File: src/cascade_pkg.sv
// Constants and types shared by the cascade arbitration logic
package cascade_pkg;
  localparam int ID_W = 14;
  localparam logic [13:0] SLAVE_ID_BASE = 14'h2000;
  localparam int TEST_SEL_BIT = 9;
  localparam int TEST_WORD_W = 16;
  localparam logic [1:0] CS_MISS = 2'h0;
  localparam logic [1:0] CS_HIT = 2'h1;
  localparam logic [1:0] CS_IDLE = 2'h2;
  localparam logic [1:0] CS_DIRECT = 2'h3;
  localparam logic [2:0] REQ_SEARCH1 = 3'h1;
  localparam logic [2:0] REQ_SEARCH2 = 3'h2;
  localparam logic [2:0] REQ_SEARCH3 = 3'h3;
  localparam logic [2:0] REQ_WRITE = 3'h4;
  localparam logic [2:0] REQ_READ = 3'h5;
  localparam logic [2:0] REQ_TEST = 3'h6;
  // Overall status codes
  localparam logic [2:0] ST_OK = 3'h0;
  localparam logic [2:0] ST_MISS = 3'h1;
  localparam logic [2:0] ST_SINGLE = 3'h2;
  localparam logic [2:0] ST_MULTI = 3'h3;
  localparam logic [2:0] ST_CASC_ERR = 3'h4;
  localparam logic [2:0] ST_PAR_ERR = 3'h5;
  localparam logic [2:0] ST_CMD_ERR = 3'h6;
  // Typical system clock, for reference only
  localparam int SYS_CLK_KHZ = 25920;
  typedef enum logic [1:0] {
    PH_IDLE = 2'b00,
    PH_BUSY = 2'b01,
    PH_DONE = 2'b11
  } phase_e;
endpackage

File: src/cam_cascade_arbiter.sv
// Cascade arbitration for one of two paired search memory chips
`timescale 1ns/1ps
`default_nettype none
module cam_cascade_arbiter import cascade_pkg::*; #(
  parameter int DW = 33
) (
  input wire logic i_mclk,
  input wire logic i_rstn,
  input wire logic i_cascade_role_select,
  input wire logic [1:0] i_cascade_status_in,
  input wire logic i_output_permit_in,
  // Request start from the bus front end
  input wire logic i_req_start,
  input wire logic [2:0] i_req_code,
  input wire logic [ID_W-1:0] i_local_connection_id,
  input wire logic [TEST_WORD_W-1:0] i_test_word,
  input wire logic i_parity_err,
  input wire logic i_cmd_err,
  // Local search result from the array
  input wire logic i_local_valid,
  input wire logic i_local_hit,
  input wire logic i_local_multi,
  // Request end and read data
  input wire logic i_req_end,
  input wire logic i_read_cycle,
  input wire logic [DW-1:0] i_read_data,
  output logic [1:0] o_cascade_status_out,
  output logic o_slave_output_permit,
  output logic o_req_ready,
  output logic o_selected,
  output logic o_respond,
  output logic [2:0] o_overall_status,
  output logic [DW-1:0] o_data_bus_lines_out,
  output logic o_data_bus_lines_oe
);
  // ==========================================================
  // Pin synchronisers
  // ==========================================================
  logic [2:0] ci_lvl;
  logic role_lvl;
  logic [3:0] pin_lvl;

  pin_sync #(.W(4)) u_sync (
    .i_mclk(i_mclk),
    .i_rstn(i_rstn),
    .i_pin({i_cascade_role_select, i_output_permit_in,
            i_cascade_status_in}),
    .o_level(pin_lvl)
  );
  assign ci_lvl = pin_lvl[2:0];
  assign role_lvl = pin_lvl[3];

  // ==========================================================
  // State
  // ==========================================================
  typedef struct packed {
    phase_e phase;
    logic is_slave;
    logic searching;
    logic selected;
    logic faulted;
    logic local_known;
    logic local_hit;
    logic local_multi;
    logic [1:0] cs_out;
    logic permit;
    logic respond;
    logic [2:0] status;
    logic [DW-1:0] dout;
    logic oe;
  } arb_s;
  arb_s st_reg;
  arb_s st_next;

  logic is_search;
  logic id_slave;
  logic peer_miss;
  logic peer_hit;
  logic peer_idle;
  logic peer_direct;
  logic resp_now;
  logic [2:0] stat_now;

  assign is_search = (i_req_code >= REQ_SEARCH1) &&
                     (i_req_code <= REQ_SEARCH3);
  assign id_slave = (i_local_connection_id >= SLAVE_ID_BASE);
  assign peer_miss = (ci_lvl[1:0] == CS_MISS);
  assign peer_hit = (ci_lvl[1:0] == CS_HIT);
  assign peer_idle = (ci_lvl[1:0] == CS_IDLE);
  assign peer_direct = (ci_lvl[1:0] == CS_DIRECT);

  // ==========================================================
  // Responder decision and overall status at request end
  // ==========================================================
  always_comb begin
    resp_now = 1'b0;
    stat_now = ST_OK;
    if (!st_reg.is_slave) begin
      if (st_reg.faulted) begin
        // Errors only ever reported by the master
        resp_now = 1'b1;
        stat_now = i_parity_err ? ST_PAR_ERR : ST_CMD_ERR;
      end else if (st_reg.searching) begin
        if (peer_idle || peer_direct) begin
          resp_now = 1'b1;
          stat_now = ST_CASC_ERR;
        end else begin
          resp_now = st_reg.local_hit || !peer_hit;
          if (st_reg.local_hit && peer_hit) begin
            stat_now = ST_MULTI;
          end else if (st_reg.local_hit) begin
            stat_now = st_reg.local_multi ? ST_MULTI : ST_SINGLE;
          end else begin
            stat_now = ST_MISS;
          end
        end
      end else if (peer_idle) begin
        resp_now = 1'b1;
        stat_now = ST_CASC_ERR;
      end else begin
        // Any slave status but 10 (00, 01 or 11) means the pre-selected chip answers
        resp_now = st_reg.selected;
        stat_now = ST_OK;
      end
    end else if (!st_reg.faulted) begin
      if (st_reg.searching) begin
        resp_now = peer_miss && st_reg.local_hit;
        stat_now = st_reg.local_multi ? ST_MULTI : ST_SINGLE;
      end else begin
        resp_now = st_reg.selected;
        stat_now = ST_OK;
      end
    end
  end

  // ==========================================================
  // Sequencing
  // ==========================================================
  always_comb begin
    st_next = st_reg;
    st_next.is_slave = role_lvl;
    case (st_reg.phase)
      PH_IDLE: begin
        st_next.oe = 1'b0;
        st_next.respond = 1'b0;
        if (i_req_start) begin
          st_next.phase = PH_BUSY;
          st_next.searching = is_search;
          st_next.faulted = i_parity_err || i_cmd_err;
          st_next.local_known = 1'b0;
          st_next.local_hit = 1'b0;
          st_next.local_multi = 1'b0;
          if (i_req_code == REQ_TEST) begin
            st_next.selected = i_test_word[TEST_SEL_BIT] ==
                               role_lvl;
          end else if (is_search) begin
            st_next.selected = 1'b1;
          end else begin
            st_next.selected = id_slave == role_lvl;
          end
          if (i_parity_err || i_cmd_err) begin
            st_next.cs_out = CS_IDLE;
          end else if (is_search) begin
            st_next.cs_out = CS_IDLE;
          end else begin
            st_next.cs_out = CS_DIRECT;
          end
          // Slave data held off until the decision is known
          st_next.permit = 1'b0;
        end
      end
      PH_BUSY: begin
        if (st_reg.searching && !st_reg.faulted && i_local_valid) begin
          st_next.local_known = 1'b1;
          st_next.local_hit = i_local_hit || i_local_multi;
          st_next.local_multi = i_local_multi;
          st_next.cs_out = (i_local_hit || i_local_multi) ?
                           CS_HIT : CS_MISS;
        end
        // Unselected chip still tracks the request to its end
        if (i_req_end) begin
          st_next.phase = PH_DONE;
          st_next.respond = resp_now;
          st_next.status = resp_now ? stat_now : ST_OK;
          // Master allows slave drive only when it stays silent
          st_next.permit = !st_reg.faulted && !resp_now;
          st_next.oe = resp_now && i_read_cycle &&
                       (!st_reg.is_slave || ci_lvl[2]);
          st_next.dout = i_read_data;
        end
      end
      PH_DONE: begin
        st_next.phase = PH_IDLE;
        st_next.oe = 1'b0;
        st_next.respond = 1'b0;
        st_next.cs_out = CS_IDLE;
        st_next.permit = 1'b0;
        st_next.faulted = 1'b0;
      end
      default: begin
        st_next.phase = PH_IDLE;
      end
    endcase
  end

  always_ff @(posedge i_mclk or negedge i_rstn) begin
    if (!i_rstn) begin
      st_reg <= '0;
    end else begin
      st_reg <= st_next;
    end
  end

  // ==========================================================
  // Outputs
  // ==========================================================
  assign o_cascade_status_out = st_reg.cs_out;
  assign o_slave_output_permit = st_reg.is_slave ? 1'b0 : st_reg.permit;
  assign o_req_ready = (st_reg.phase == PH_IDLE);
  assign o_selected = st_reg.selected;
  assign o_respond = st_reg.respond;
  assign o_overall_status = st_reg.status;
  assign o_data_bus_lines_out = st_reg.dout;
  assign o_data_bus_lines_oe = st_reg.oe;

  // ==========================================================
  // Checks
  // ==========================================================
  reset_outputs_a: assert property (@(posedge i_mclk)
    !i_rstn |-> (o_cascade_status_out == 2'h0 && !o_data_bus_lines_oe))
    else $error("outputs active during reset");
  slave_silent_a: assert property (@(posedge i_mclk)
    disable iff (!i_rstn) st_reg.is_slave |->
    o_overall_status < ST_CASC_ERR)
    else $error("slave reported an error status");
  hit_code_a: assert property (@(posedge i_mclk)
    disable iff (!i_rstn) (st_reg.phase == PH_BUSY && st_reg.searching
    && !st_reg.faulted && i_local_valid && i_local_hit && !i_req_end)
    |=> o_cascade_status_out == CS_HIT)
    else $error("hit not shown as 01");
  fault_code_a: assert property (@(posedge i_mclk)
    disable iff (!i_rstn) (o_req_ready && i_req_start && i_cmd_err)
    |=> o_cascade_status_out == CS_IDLE)
    else $error("error request not shown as 10");
  busy_wait_a: assert property (@(posedge i_mclk)
    disable iff (!i_rstn) (o_req_ready && i_req_start) |=>
    !o_req_ready until_with i_req_end)
    else $error("new request taken before end");
  no_resp_oe_a: assert property (@(posedge i_mclk)
    disable iff (!i_rstn) !o_respond |-> !o_data_bus_lines_oe)
    else $error("bus driven by non-responder");
  permit_fault_a: assert property (@(posedge i_mclk)
    disable iff (!i_rstn) st_reg.faulted |-> !o_slave_output_permit)
    else $error("slave permitted during fault");
  done_release_a: assert property (@(posedge i_mclk)
    disable iff (!i_rstn) st_reg.phase == PH_DONE |=>
    (!o_data_bus_lines_oe && !o_slave_output_permit))
    else $error("drive held past answer cycle");

  // Answer edge and chip matches, shared by the checks below
  logic at_end;
  logic id_match;
  logic test_match;
  assign at_end = (st_reg.phase == PH_BUSY) && i_req_end;
  assign id_match = (id_slave == role_lvl);
  assign test_match = (i_test_word[TEST_SEL_BIT] == role_lvl);

  master_yield_a: assert property (@(posedge i_mclk)
    disable iff (!i_rstn) (at_end && !st_reg.is_slave &&
    st_reg.searching && !st_reg.faulted && !st_reg.local_hit &&
    peer_hit) |=> !o_respond)
    else $error("master answered over a slave hit");
  master_answer_a: assert property (@(posedge i_mclk)
    disable iff (!i_rstn) (at_end && !st_reg.is_slave &&
    st_reg.searching && !st_reg.faulted &&
    (st_reg.local_hit || peer_miss)) |=> o_respond)
    else $error("master silent at search end");
  both_hit_a: assert property (@(posedge i_mclk)
    disable iff (!i_rstn) (at_end && !st_reg.is_slave &&
    st_reg.searching && !st_reg.faulted && st_reg.local_hit &&
    peer_hit) |=> o_overall_status == ST_MULTI)
    else $error("two hits not reported as multimatch");
  search_casc_a: assert property (@(posedge i_mclk)
    disable iff (!i_rstn) (at_end && !st_reg.is_slave &&
    st_reg.searching && !st_reg.faulted && (peer_idle || peer_direct))
    |=> o_overall_status == ST_CASC_ERR)
    else $error("search cascade error missed");
  direct_casc_a: assert property (@(posedge i_mclk)
    disable iff (!i_rstn) (at_end && !st_reg.is_slave &&
    !st_reg.searching && !st_reg.faulted && peer_idle)
    |=> o_overall_status == ST_CASC_ERR)
    else $error("idle slave not flagged");
  direct_ok_a: assert property (@(posedge i_mclk)
    disable iff (!i_rstn) (at_end && !st_reg.is_slave &&
    !st_reg.searching && !st_reg.faulted && !peer_idle)
    |=> o_overall_status == ST_OK)
    else $error("non-search status not ok");
  slave_answer_a: assert property (@(posedge i_mclk)
    disable iff (!i_rstn) (at_end && st_reg.is_slave &&
    st_reg.searching && !st_reg.faulted && peer_miss &&
    st_reg.local_hit) |=> o_respond)
    else $error("slave silent on sole hit");
  slave_hold_a: assert property (@(posedge i_mclk)
    disable iff (!i_rstn) (at_end && st_reg.is_slave &&
    st_reg.searching && !(peer_miss && st_reg.local_hit))
    |=> !o_respond)
    else $error("slave answered out of turn");
  id_select_a: assert property (@(posedge i_mclk)
    disable iff (!i_rstn) (o_req_ready && i_req_start &&
    (i_req_code == REQ_WRITE || i_req_code == REQ_READ))
    |=> o_selected == $past(id_match))
    else $error("id range picked wrong chip");
  test_select_a: assert property (@(posedge i_mclk)
    disable iff (!i_rstn) (o_req_ready && i_req_start &&
    i_req_code == REQ_TEST) |=> o_selected == $past(test_match))
    else $error("test bit picked wrong chip");
  fault_answer_a: assert property (@(posedge i_mclk)
    disable iff (!i_rstn) (at_end && !st_reg.is_slave &&
    st_reg.faulted) |=> (o_respond && o_overall_status >= ST_PAR_ERR))
    else $error("master error not reported");
  answer_pulse_a: assert property (@(posedge i_mclk)
    disable iff (!i_rstn) o_respond |=> !o_respond)
    else $error("answer held past one cycle");
endmodule
`default_nettype wire

File: src/pin_sync.sv
// Three-stage input synchroniser with agreement filter
`timescale 1ns/1ps
`default_nettype none
module pin_sync import cascade_pkg::*; #(
  parameter int W = 3
) (
  input wire logic i_mclk,
  input wire logic i_rstn,
  input wire logic [W-1:0] i_pin,
  output logic [W-1:0] o_level
);
  typedef struct packed {
    logic [W-1:0] s1;
    logic [W-1:0] s2;
    logic [W-1:0] s3;
    logic [W-1:0] lvl;
  } sync_s;
  sync_s st_reg;
  sync_s st_next;

  always_comb begin
    st_next = st_reg;
    st_next.s1 = i_pin;
    st_next.s2 = st_reg.s1;
    st_next.s3 = st_reg.s2;
    // Change taken once stages two and three agree
    for (int b = 0; b < W; b++) begin
      if (st_reg.s2[b] == st_reg.s3[b]) begin
        st_next.lvl[b] = st_reg.s3[b];
      end
    end
  end

  always_ff @(posedge i_mclk or negedge i_rstn) begin
    if (!i_rstn) begin
      st_reg <= '0;
    end else begin
      st_reg <= st_next;
    end
  end

  assign o_level = st_reg.lvl;
endmodule
`default_nettype wire

File: config.mk
export PLATFORM = sky130hd
export DESIGN_NAME = cam_cascade_arbiter
export DESIGN_NICKNAME = d
export VERILOG_FILES = /design/src/cascade_pkg.sv /design/src/cam_cascade_arbiter.sv /design/src/pin_sync.sv
export SDC_FILE = /design/constraint.sdc
export NUM_CORES = 1
export LEC_CHECK = 0
export BUFFER_PORTS_ARGS = -buffer_cell sky130_fd_sc_hd__buf_2
export CORE_UTILIZATION = 43
export CTS_CLUSTER_SIZE = 30
export DETAILED_ROUTE_END_ITERATION = 6
export PLACE_DENSITY_LB_ADDON = 0.08
export SYNTH_ARGS = -nofsm -noshare
export SYNTH_HDL_FRONTEND = slang
export SYNTH_HIERARCHICAL = 1
export SYNTH_SLANG_ARGS = --single-unit
File: constraint.sdc
create_clock -name i_mclk -period 1.5 [get_ports i_mclk]
set_clock_uncertainty 0.05 [all_clocks]
set_input_delay 0.3 -clock i_mclk [delete_from_list [all_inputs] [get_ports i_mclk]]
set_output_delay 0.3 -clock i_mclk [all_outputs]
set_load 0.02 [all_outputs]
==> impl_results.md, run 1 <==
- Sum of overflow across all layers after global routing: 0
- Portion of the clock cycle consumed by the worst path in the final layout: 101.8%
- Total wirelength of the detailed-routed design: 5658 um
- Die outline area: 0.007188 sq mm
- Count of boundary I/O pins: 123
- Placer's final routability congestion estimate: 0.8127
- Number of remaining DRC errors: 9
- Post-layout nets: 466
- Via count: 2140
- Post-Synthesis Cell Area: 0.002947 sq mm
- Area share of the largest cell type after synthesis: 55.20%
- R2r setup slk: -30 ps
- FMAX: 0.6546 GHz
- Count of yosys warnings during synthesis: 6
- Count of cell types in the netlist: 41
- Relative area change from synthesis to final layout: 22.42%
- Number of cells in the design after placement: 440
- Max_cap viols: 0
- Number of hold-slack violations in the final timing report: 0
- Leading cell type in the layout, fill and taps excluded: nand2_1
- Total number of placement rows: 29
- Die Span Y: 84.78 um
- Count of buffers inserted at the top-level ports: 94
- Setup repair after global routing missed its margin: true
- Worst reg2reg path startpoint: st_reg[48]$_DFFE_PN0P_
- Routed wirelength normalized by instance count: 12.19 um
- Leading area contributor after synthesis: dfrtp_1
- Setup slack after layout: -27.74 ps
- CP Capture Type: register
- Post-detailed-placement half-perimeter wirelength: 3964 um
- Pin count of the biggest net entering global routing: 66
- Synth async-reset ratio: 100.0%
- Average via count per standard cell: 4.612
- Inserted Diodes: 0
- Total CTS buffers: 9
- Horiz. Die Dim: 84.78 um
- Slowest stage cell on the critical path: dfrtp_1
- Max VDD drop: 778.5 uV
- Total setup violations reported at the end of the flow: 2
- Violated checks: design-rule violations, negative setup slack
- Predominant post-synthesis flop cell: dfrtp_1
- Worst slew pin tran: 351.9 ps
- Share of the yosys chip area belonging to registers: 55.20%
- Largest cells by area after synthesis: dfrtp_1, nand2_1, buf_4, ha_1, nor2_1
- Most frequent cells in the layout: nand2_1, buf_2, dfrtp_1, buf_4, nor2_1
- Critical-path cell list: inv_2, ha_4, or2b_4, o21ai_4, mux2_4
- Number of sinks on the clock net: 65
- Instance count of the mapped netlist: 303
- Clk slew on worst S/H paths: 70 ps
- Mean post-synth cell area: 9.725 sq um
- Data arrival time of the critical path: 1700 ps
- Hold_sp: i_cascade_status_in[0]
- Worst setup startpoint: st_reg[48]$_DFFE_PN0P_
- Deepest level of the CTS H-tree: 3
- Cell Pwr Density: 2094 mW/mm^2
- Seq cells post-synth: 65
- Largest stage delay on the critical path: 430 ps
- Worst min-delay path category: input pin to register
- Maximum fanout count along the critical path: 5
- Area of the core region: 0.006495 sq mm
- Overall fraction of global-route tracks in use: 17.29%
- Antenna violations before repair: 0
- Number of buffers between clock root and the deepest sink: 2
- Non-filler cells, final: 464
- Sort of element at the start of the critical path: register
- DR iter-0 viols: 117
- Status: finished, violations left
- Starting density of the core: 45.37%
- Slew margin rel.: 76.54%
- Flip-flop count of the largest register after layout: 33
- Total iterations of the first detailed-routing run: 7
- Share of the core filled with cells in the final layout: 55.54%
- Worst path required time: 1670 ps
- Count of flip-flops with a built-in enable after synthesis: 0
- Filler cell count in the final layout: 601
- Vias in the first global route: 2018
- First-pass GRT wire length: 9577 um
- Number of nets in the synthesized netlist: 387
- Post-layout min period: 1528 ps
- Latest clock arrival within the worst-skew pair: 330 ps
- Worst-case setup slack after placement: -51.38 ps
- TritonCTS clock tree: yes
- Post-route ant nets: 0
- Final slew viol count: 0
- Critical path type: register to register
- Clock root buffer master: clkbuf_8
- Cell leakage power: 1.954 nW
- Fraction of final layout cells with drive strength greater than 1: 39.79%
-- timing repair --
item / 4_1_cts / 5_1_grt
cloned: 0 / 0
hold buffers: 1 / 3
endpoints found under the hold margin: 65 / 3
gates resized for setup: 2 / 11
setup buffers: 3 / 1
setup endpoints to repair: 3 / 29
pin swaps: 1 / 5
-- report_power, final --
| group | switching (mW) | internal, mW | total [mW] | leakage (nW) |
|---|---|---|---|---|
| sequential | 0.351 | 2.37 | 2.72 | 0.797 |
| combinational | 1.98 | 1.44 | 3.42 | 1.06 |
| clock | 0.653 | 0.759 | 1.41 | 0.0998 |
| total | 2.98 | 4.57 | 7.55 | 1.95 |
-- worst max-delay path, delay by kind of cell (launching register included) --
family / cells / cell delay [ps]
and+or+nand+nor: 1 / 300
AOI/OAI and AO/OA: 1 / 80
buffers and inverters: 1 / 100
muxes: 1 / 310
DFF: 1 / 430
adders and majority gates: 1 / 150
-- cells by family (layout without fill, tap and decap cells) --
logic type                 count (synthesis)  after routing  synth area share (%)
AOI/OAI and AO/OA                         29             29                 6.795
xor gates and xnor gates                   2              2                0.5946
adders and majority gates                  8              8                 3.227
buffers and inverters                     60            144                 13.89
DFF                                       65             65                 55.20
muxes                                      4              4                 1.529
and+or+nand+nor                          135            135                 18.77
-- Yosys cell counts (all sizes together) (2+ instances only) --
| cell type | number |
|---|---|
| dfrtp | 65 |
| inv | 9 |
| nor2b | 2 |
| o21a | 3 |
| buf | 51 |
| ha | 4 |
| nand2 | 111 |
| o21ai | 10 |
| a21oi | 5 |
| maj3 | 4 |
| nor2 | 13 |
| mux2i | 3 |
-- final timing paths --
path / to / cells after the start
setup / recovery: o_cascade_status_out[0]$_DFFE_PN0P_ / 5
hold / removal: u_sync/st_next[8]$_DFF_PN0_ / 1
setup reg to reg: o_cascade_status_out[0]$_DFFE_PN0P_ / 5
hold reg to reg: u_sync/st_next[6]$_DFF_PN0_ / 0
max in group asynchronous: st_reg[47]$_DFF_PN0_ / 3
min in group asynchronous: o_data_bus_lines_out[16]$_DFFE_PN0P_ / 3
-- per-layer routing --
layer  vias to the layer above  GRT usage, %  part of all wire, %
met5                         -             0                    0
met4                         0         6.934                 0.80
met3                         4         4.720                  5.0
met2                        54         27.57                   48
met1                       997         22.46                   46
li1                       1085             -                    -
-- cell type report --
class | count | area (sq um) | area share, %
flip-flops and latches | 65 | 1629 | 45.16
clock buffers | 10 | 127.6 | 3.538
repair buffers | 119 | 695.7 | 19.29
clock inverters | 6 | 58.81 | 1.630
inverters | 9 | 33.78 | 0.9365
well taps | 77 | 96.34 | 2.671
multi-input cells | 178 | 965.9 | 26.78
-- metrics by stage --
stage          hold slack (ps)  area (sq um)  power (mW)  TNS, ps
5_1_grt                  4.980          3607       8.122   -203.3
3_5_place_dp             284.7          3316       6.031   -77.64
4_1_cts                  9.036          3542       7.567   -71.29
6_report                 27.28          3607       7.554   -42.11
2_1_floorplan           -45.59          2988       5.501   -60.65
3_3_place_gp             281.8          3316       5.974   -37.48
(Power assumes the default switching activity.)
==> run 2: changes to the inputs <==
--- a/config.mk
+++ b/config.mk
@@ -5,12 +5,13 @@
 export SDC_FILE = /design/constraint.sdc
 export NUM_CORES = 1
 export LEC_CHECK = 0
-export BUFFER_PORTS_ARGS = -buffer_cell sky130_fd_sc_hd__buf_2
-export CORE_UTILIZATION = 43
+export CORE_UTILIZATION = 56
 export CTS_CLUSTER_SIZE = 30
 export DETAILED_ROUTE_END_ITERATION = 6
-export PLACE_DENSITY_LB_ADDON = 0.08
+export DONT_BUFFER_PORTS = 1
+export PLACE_DENSITY_LB_ADDON = 0.3
 export SYNTH_ARGS = -nofsm -noshare
 export SYNTH_HDL_FRONTEND = slang
 export SYNTH_HIERARCHICAL = 1
 export SYNTH_SLANG_ARGS = --single-unit
+export TNS_END_PERCENT = 5
==> impl_results.md, run 2 (same netlist as run 1, synthesis figures left out) <==
- Count of boundary I/O pins: 123
- Final Total Pwr: 7.157 mW
- Max VDD drop: 979.0 uV
- Total number of placement rows: 26
- Post-layout nets: 374
- Slowest stage cell on the critical path: dfrtp_2
- CP Capture Type: register
- Sort of element at the start of the critical path: register
- Starting density of the core: 58.06%
- R2r setup slk: -20 ps
- Final Hold Slack: -388.4 ps
- Hold-fix buffer count after cts: 4
- Worst reg2reg path startpoint: st_reg[48]$_DFFE_PN0P_
- Clock root buffer master: clkbuf_8
- Reg2reg path depth: 5
- Violated checks: negative hold slack, negative setup slack
- Routed wirelength normalized by instance count: 13.99 um
- TritonCTS clock tree: yes
- Post-route ant nets: 0
- Most frequent cells in the layout: nand2_1, dfrtp_1, buf_4, nor2_1, clkbuf_8
- Fraction of final layout cells with drive strength greater than 1: 21.02%
- Clk slew on worst S/H paths: 70 ps
- Setup slack after layout: -24.05 ps
- Maximum fanout count along the critical path: 4
- Critical-path cell list: inv_2, ha_4, or2b_4, o21ai_4, mux2_4
- FMAX: 0.6561 GHz
- Count of buffers inserted at the top-level ports: 0
- Largest stage delay on the critical path: 450 ps
- Max_cap viols: 0
- Via count: 1830
- Number of hold-slack violations in the final timing report: 65
- Worst min-delay path category: input pin to async pin
- Total setup violations reported at the end of the flow: 2
- Latest clock arrival within the worst-skew pair: 320 ps
- Met2 track demand over resource: 28.23%
- Die Span Y: 74.54 um
- Worst path required time: 1660 ps
- Total iterations of the first detailed-routing run: 4
- Post-detailed-placement half-perimeter wirelength: 3489 um
- Area of the core region: 0.005075 sq mm
- First-pass GRT wire length: 7376 um
- Final slew viol count: 0
- Pin count of the biggest net entering global routing: 66
- Filler cell count in the final layout: 429
- Inserted Diodes: 0
- Placer's final routability congestion estimate: 0.8457
- Number of remaining DRC errors: 0
- Worst slew pin tran: 278.5 ps
- Total wirelength of the detailed-routed design: 5108 um
- Endpoint of the worst-slack reg-to-reg timing path: o_cascade_status_out[0]$_DFFE_PN0P_
- Deepest level of the CTS H-tree: 3
- Data arrival time of the critical path: 1680 ps
- Global routing met1 resource utilization: 23.38%
- Vias in the first global route: 1598
- Sum of overflow across all layers after global routing: 0
- Number of buffers between clock root and the deepest sink: 2
- Cell Pwr Density: 2266 mW/mm^2
- Die outline area: 0.005555 sq mm
- Share of the core filled with cells in the final layout: 62.23%
- Cell leakage power: 1.574 nW
- Slew margin rel.: 81.43%
- Post-layout min period: 1524 ps
- DR iter-0 viols: 92
- Gr busiest metal: met2
- Portion of the clock cycle consumed by the worst path in the final layout: 101.6%
- Relative area change from synthesis to final layout: 7.176%
- Total CTS buffers: 9
- Number of sinks on the clock net: 65
- Antenna violations before repair: 0
- Routing usage on met3: 5.149%
- Horiz. Die Dim: 74.54 um
- Flip-flop count of the largest register after layout: 33
- Overall fraction of global-route tracks in use: 18.16%
- Average via count per standard cell: 5.014
- Leading cell type in the layout, fill and taps excluded: nand2_1
- Setup repair after global routing missed its margin: true
- Critical path type: register to register
- Status: finished, violations left
==> run 2: changes by cell type in the layout (fill, tap and decap cells not counted), moves of 2 or more <==
cell,delta
buf_2,-94
a21oi_1,-2
buf_4,+3
clkbuf_8,+3
a21oi_2,+2
clkinv_2,-3
==> run 2: how the worst max path moves through the flow <==
stage	startpoint	end	slack, ps	depth (start not counted)
global placement	st_reg[48]$_DFFE_PN0P_	st_reg[38]$_DFFE_PN0P_	-80	6
floorplan	st_reg[48]$_DFFE_PN0P_	o_cascade_status_out[0]$_DFFE_PN0P_	-30	5
global route	st_reg[49]$_DFFE_PN0P_	st_reg[38]$_DFFE_PN0P_	-80	6
CTS	st_reg[48]$_DFFE_PN0P_	st_reg[38]$_DFFE_PN0P_	-50	6
detailed placement	st_reg[48]$_DFFE_PN0P_	st_reg[38]$_DFFE_PN0P_	-130	6
finish	st_reg[48]$_DFFE_PN0P_	o_cascade_status_out[0]$_DFFE_PN0P_	-20	5
==> run 2: report_power, final <==
| group | internal (mW) | switching, mW |
|---|---|---|
| sequential | 2.37 | 1.07 |
| combinational | 1.07 | 1.13 |
| clock | 0.903 | 0.608 |
==> run 2: worst max-delay path, delay by kind of cell (launching register included) <==
family	cells	cell delay, ps
compound gates	1	70
fa+ha+maj	1	140
buf+inv	1	90
flops	1	450
mux	1	310
simple gates	1	290
==> run 2: what timing repair did <==
item | 4_1_cts | 5_1_grt
endpoints found under the setup margin | 37 | 42
gates resized for setup | 3 | 10
endpoints found under the hold margin | 69 | 65
setup buffers | 0 | 7
pin swaps | 1 | 4
==> run 2: through the flow <==
stage	setup TNS [ps]	area [sq um]	cells	worst slack, ps
floorplan	-60.65	2988	303	-30.40
global placement	-122.8	2829	338	-84.40
detailed placement	-403.4	2829	338	-125.4
CTS	-841.3	3083	358	-46.38
global route	-849.4	3158	365	-77.00
finish	-26.63	3158	365	-24.05
==> run 2: area by class of cell <==
class                           instances  area, sq um  share of cell area (%)
Sequential cell                        65         1628                   51.55
Multi-Input combinational cell        178        972.2                   30.78
Timing Repair Buffer                   27        229.0                   7.250
Clock buffer                           14        172.7                   5.468
Tap cell                               70        87.58                   2.773
Clock inverter                          2        35.03                   1.109
Inverter                                9        33.78                   1.070
==> run 2: layer usage <==
| metal | part of all wire, % | vias to the layer above |
|---|---|---|
| met4 | 1.2 | 0 |
| met2 | 49 | 69 |
| met1 | 44 | 858 |
| li1 | - | 896 |
| met3 | 6.3 | 7 |
| met5 | 0 | - |
==> run 3: changes to the inputs <==
--- a/config.mk
+++ b/config.mk
@@ -5,10 +5,11 @@
 export SDC_FILE = /design/constraint.sdc
 export NUM_CORES = 1
 export LEC_CHECK = 0
-export CORE_UTILIZATION = 56
+export CORE_UTILIZATION = 60
 export CTS_CLUSTER_SIZE = 30
 export DETAILED_ROUTE_END_ITERATION = 6
 export DONT_BUFFER_PORTS = 1
+export HOLD_SLACK_MARGIN = 0.15
 export PLACE_DENSITY_LB_ADDON = 0.3
 export SYNTH_ARGS = -nofsm -noshare
 export SYNTH_HDL_FRONTEND = slang
==> constraint.sdc (replaced) <==
create_clock -name i_mclk -period 1.9 [get_ports i_mclk]
set_clock_uncertainty 0.05 [all_clocks]
set_input_delay 0.38 -clock i_mclk [delete_from_list [all_inputs] [get_ports i_mclk]]
set_output_delay 0.38 -clock i_mclk [all_outputs]
set_load 0.02 [all_outputs]
==> impl_results.md, run 3 (same netlist as run 1, synthesis figures left out) <==
- Most frequent cells in the layout: nand2_1, dfrtp_1, dlygate4sd3_1, nor2_1, clkbuf_8
- Relative area change from synthesis to final layout: 11.34%
- Pin count of the biggest net entering global routing: 66
- Data arrival time of the critical path: 1880 ps
- Most prevalent standard cell on the critical path: nand2_1
- Starting density of the core: 62.38%
- Horiz. Die Dim: 72.08 um
- Non-filler cells, final: 378
- Post-detailed-placement half-perimeter wirelength: 3352 um
- Setup repair after global routing missed its margin: false
- Status: finished, violations left
- Cell family with the largest share of critical-path delay: buffers and inverters
- Total iterations of the first detailed-routing run: 4
- CP Capture Type: register
- Total CTS buffers: 9
- Clock root buffer master: clkbuf_8
- Number of buffers between clock root and the deepest sink: 2
- Clk slew on worst S/H paths: 60 ps
- Buffers plus inverters on the worst setup path: 2
- Cell Pwr Density: 1587 mW/mm^2
- Slew margin rel.: 70.73%
- Count of buffers inserted at the top-level ports: 0
- Worst slew pin tran: 438.2 ps
- TritonCTS clock tree: yes
- Worst min-delay path category: input pin to async pin
- Worst reg2reg path startpoint: st_reg[49]$_DFFE_PN0P_
- Fraction of final layout cells with drive strength greater than 1: 10.61%
- Deepest level of the CTS H-tree: 3
- Count of boundary I/O pins: 123
- Setup slack after layout: 231.7 ps
- Vias in the first global route: 1869
- Total wirelength of the detailed-routed design: 5215 um
- Area of the core region: 0.004723 sq mm
- Critical-path cell list: inv_1, ha_2, and2_1, buf_4, nand2_1, nand2_1
- Latest clock arrival within the worst-skew pair: 320 ps
- Largest stage delay on the critical path: 410 ps
- Inserted Diodes: 0
- Overall fraction of global-route tracks in use: 21.63%
- Critical path type: register to register
- Worst-case setup slack after placement: 146.2 ps
- Post-route ant nets: 0
- Slowest stage cell on the critical path: dfrtp_1
- Buffers inserted during post-CTS setup optimization: 0
- Number of hold-slack violations in the final timing report: 65
- Worst path required time: 2110 ps
- Number of cells in the design after placement: 324
- Placer's final routability congestion estimate: 0.7819
- Die Span Y: 72.08 um
- Max_cap viols: 0
- Portion of the clock cycle consumed by the worst path in the final layout: 87.81%
- Post-layout nets: 391
- Violated checks: negative hold slack
- Antenna violations before repair: 0
- Post-route setup TNS: 0 ps
- FMAX: 0.5994 GHz
- Filler cell count in the final layout: 366
- Number of sinks on the clock net: 65
- Maximum fanout count along the critical path: 34
- Number of remaining DRC errors: 0
- Routed wirelength normalized by instance count: 13.80 um
- Leading cell type in the layout, fill and taps excluded: nand2_1
- DR iter-0 viols: 89
- Sort of element at the start of the critical path: register
- Sum of overflow across all layers after global routing: 0
- Post-layout min period: 1668 ps
- First-pass GRT wire length: 8349 um
- Die outline area: 0.005196 sq mm
- Worst setup startpoint: st_reg[49]$_DFFE_PN0P_
- Total setup violations reported at the end of the flow: 0
- Final slew viol count: 0
- Final Hold Slack: -303.5 ps
- Total number of placement rows: 25
- Average via count per standard cell: 5.024
- Max VDD drop: 882.5 uV
- Flip-flop count of the largest register after layout: 33
- Hold-fix buffer count after cts: 39
- Share of the core filled with cells in the final layout: 69.46%
- Via count: 1899
- Cell leakage power: 1.616 nW
run 3: changes by cell type in the layout (fill, tap and decap cells not counted), sizes merged:
cell / change
buf: -17
dlygate4sd3: +35
clkinv: +1
clkbuf: -3
run 3: through the flow:
| step | hold slack, ps | instance area, sq um | power [mW] |
|---|---|---|---|
| after global routing | -330.2 | 3281 | 5.552 |
| after detailed placement | 35.22 | 2693 | 4.024 |
| after global placement | 35.32 | 2693 | 3.963 |
| after CTS | -321.4 | 3278 | 5.253 |
| final | -303.5 | 3281 | 5.207 |
| after floorplan | 34.41 | 2947 | 4.248 |
run 3: repair_timing:
action                                  in CTS  in global routing
hold endpoints to repair                   104                 65
endpoints found under the setup margin       0                  2
resized for setup                            0                  1
run 3: layout make-up:
| type | instances | area [sq um] | area share, % |
|---|---|---|---|
| multi-input cells | 178 | 913.4 | 27.84 |
| repair buffers | 44 | 427.9 | 13.04 |
| clock inverters | 3 | 40.04 | 1.220 |
| clock buffers | 12 | 155.1 | 4.729 |
| flip-flops and latches | 65 | 1627 | 49.58 |
| inverters | 9 | 33.78 | 1.030 |
| well taps | 67 | 83.83 | 2.555 |
run 3: path summary, 6_finish.rpt:
path                                                         to  slack (ps)  depth (start not counted)
hold reg to reg                     u_sync/st_next[6]$_DFF_PN0_         300                          0
setup / recovery            o_data_bus_lines_out[4]$_DFFE_PN0P_         230                          6
setup reg to reg            o_data_bus_lines_out[4]$_DFFE_PN0P_         230                          6
max in group asynchronous                st_reg[41]$_DFFE_PN0P_        2000                          0
hold / removal             o_data_bus_lines_out[11]$_DFFE_PN0P_        -300                          0
min in group i_mclk                      st_reg[49]$_DFFE_PN0P_         180                          2
run 3: where the power goes:
group	switching (mW)	total [mW]	internal, mW	leakage (nW)
sequential	0.849	2.72	1.87	0.799
clock	0.472	1.14	0.666	0.102
combinational	0.776	1.35	0.573	0.714
run 3: routing by layer:
| metal | vias up | GRT usage (%) | wire, um |
|---|---|---|---|
| met5 | - | 0 | 0 |
| met4 | 0 | 11.33 | 70 |
| met3 | 9 | 6.944 | 350 |
| met2 | 67 | 34.89 | 2539 |
| met1 | 897 | 26.04 | 2256 |
| li1 | 926 | - | - |
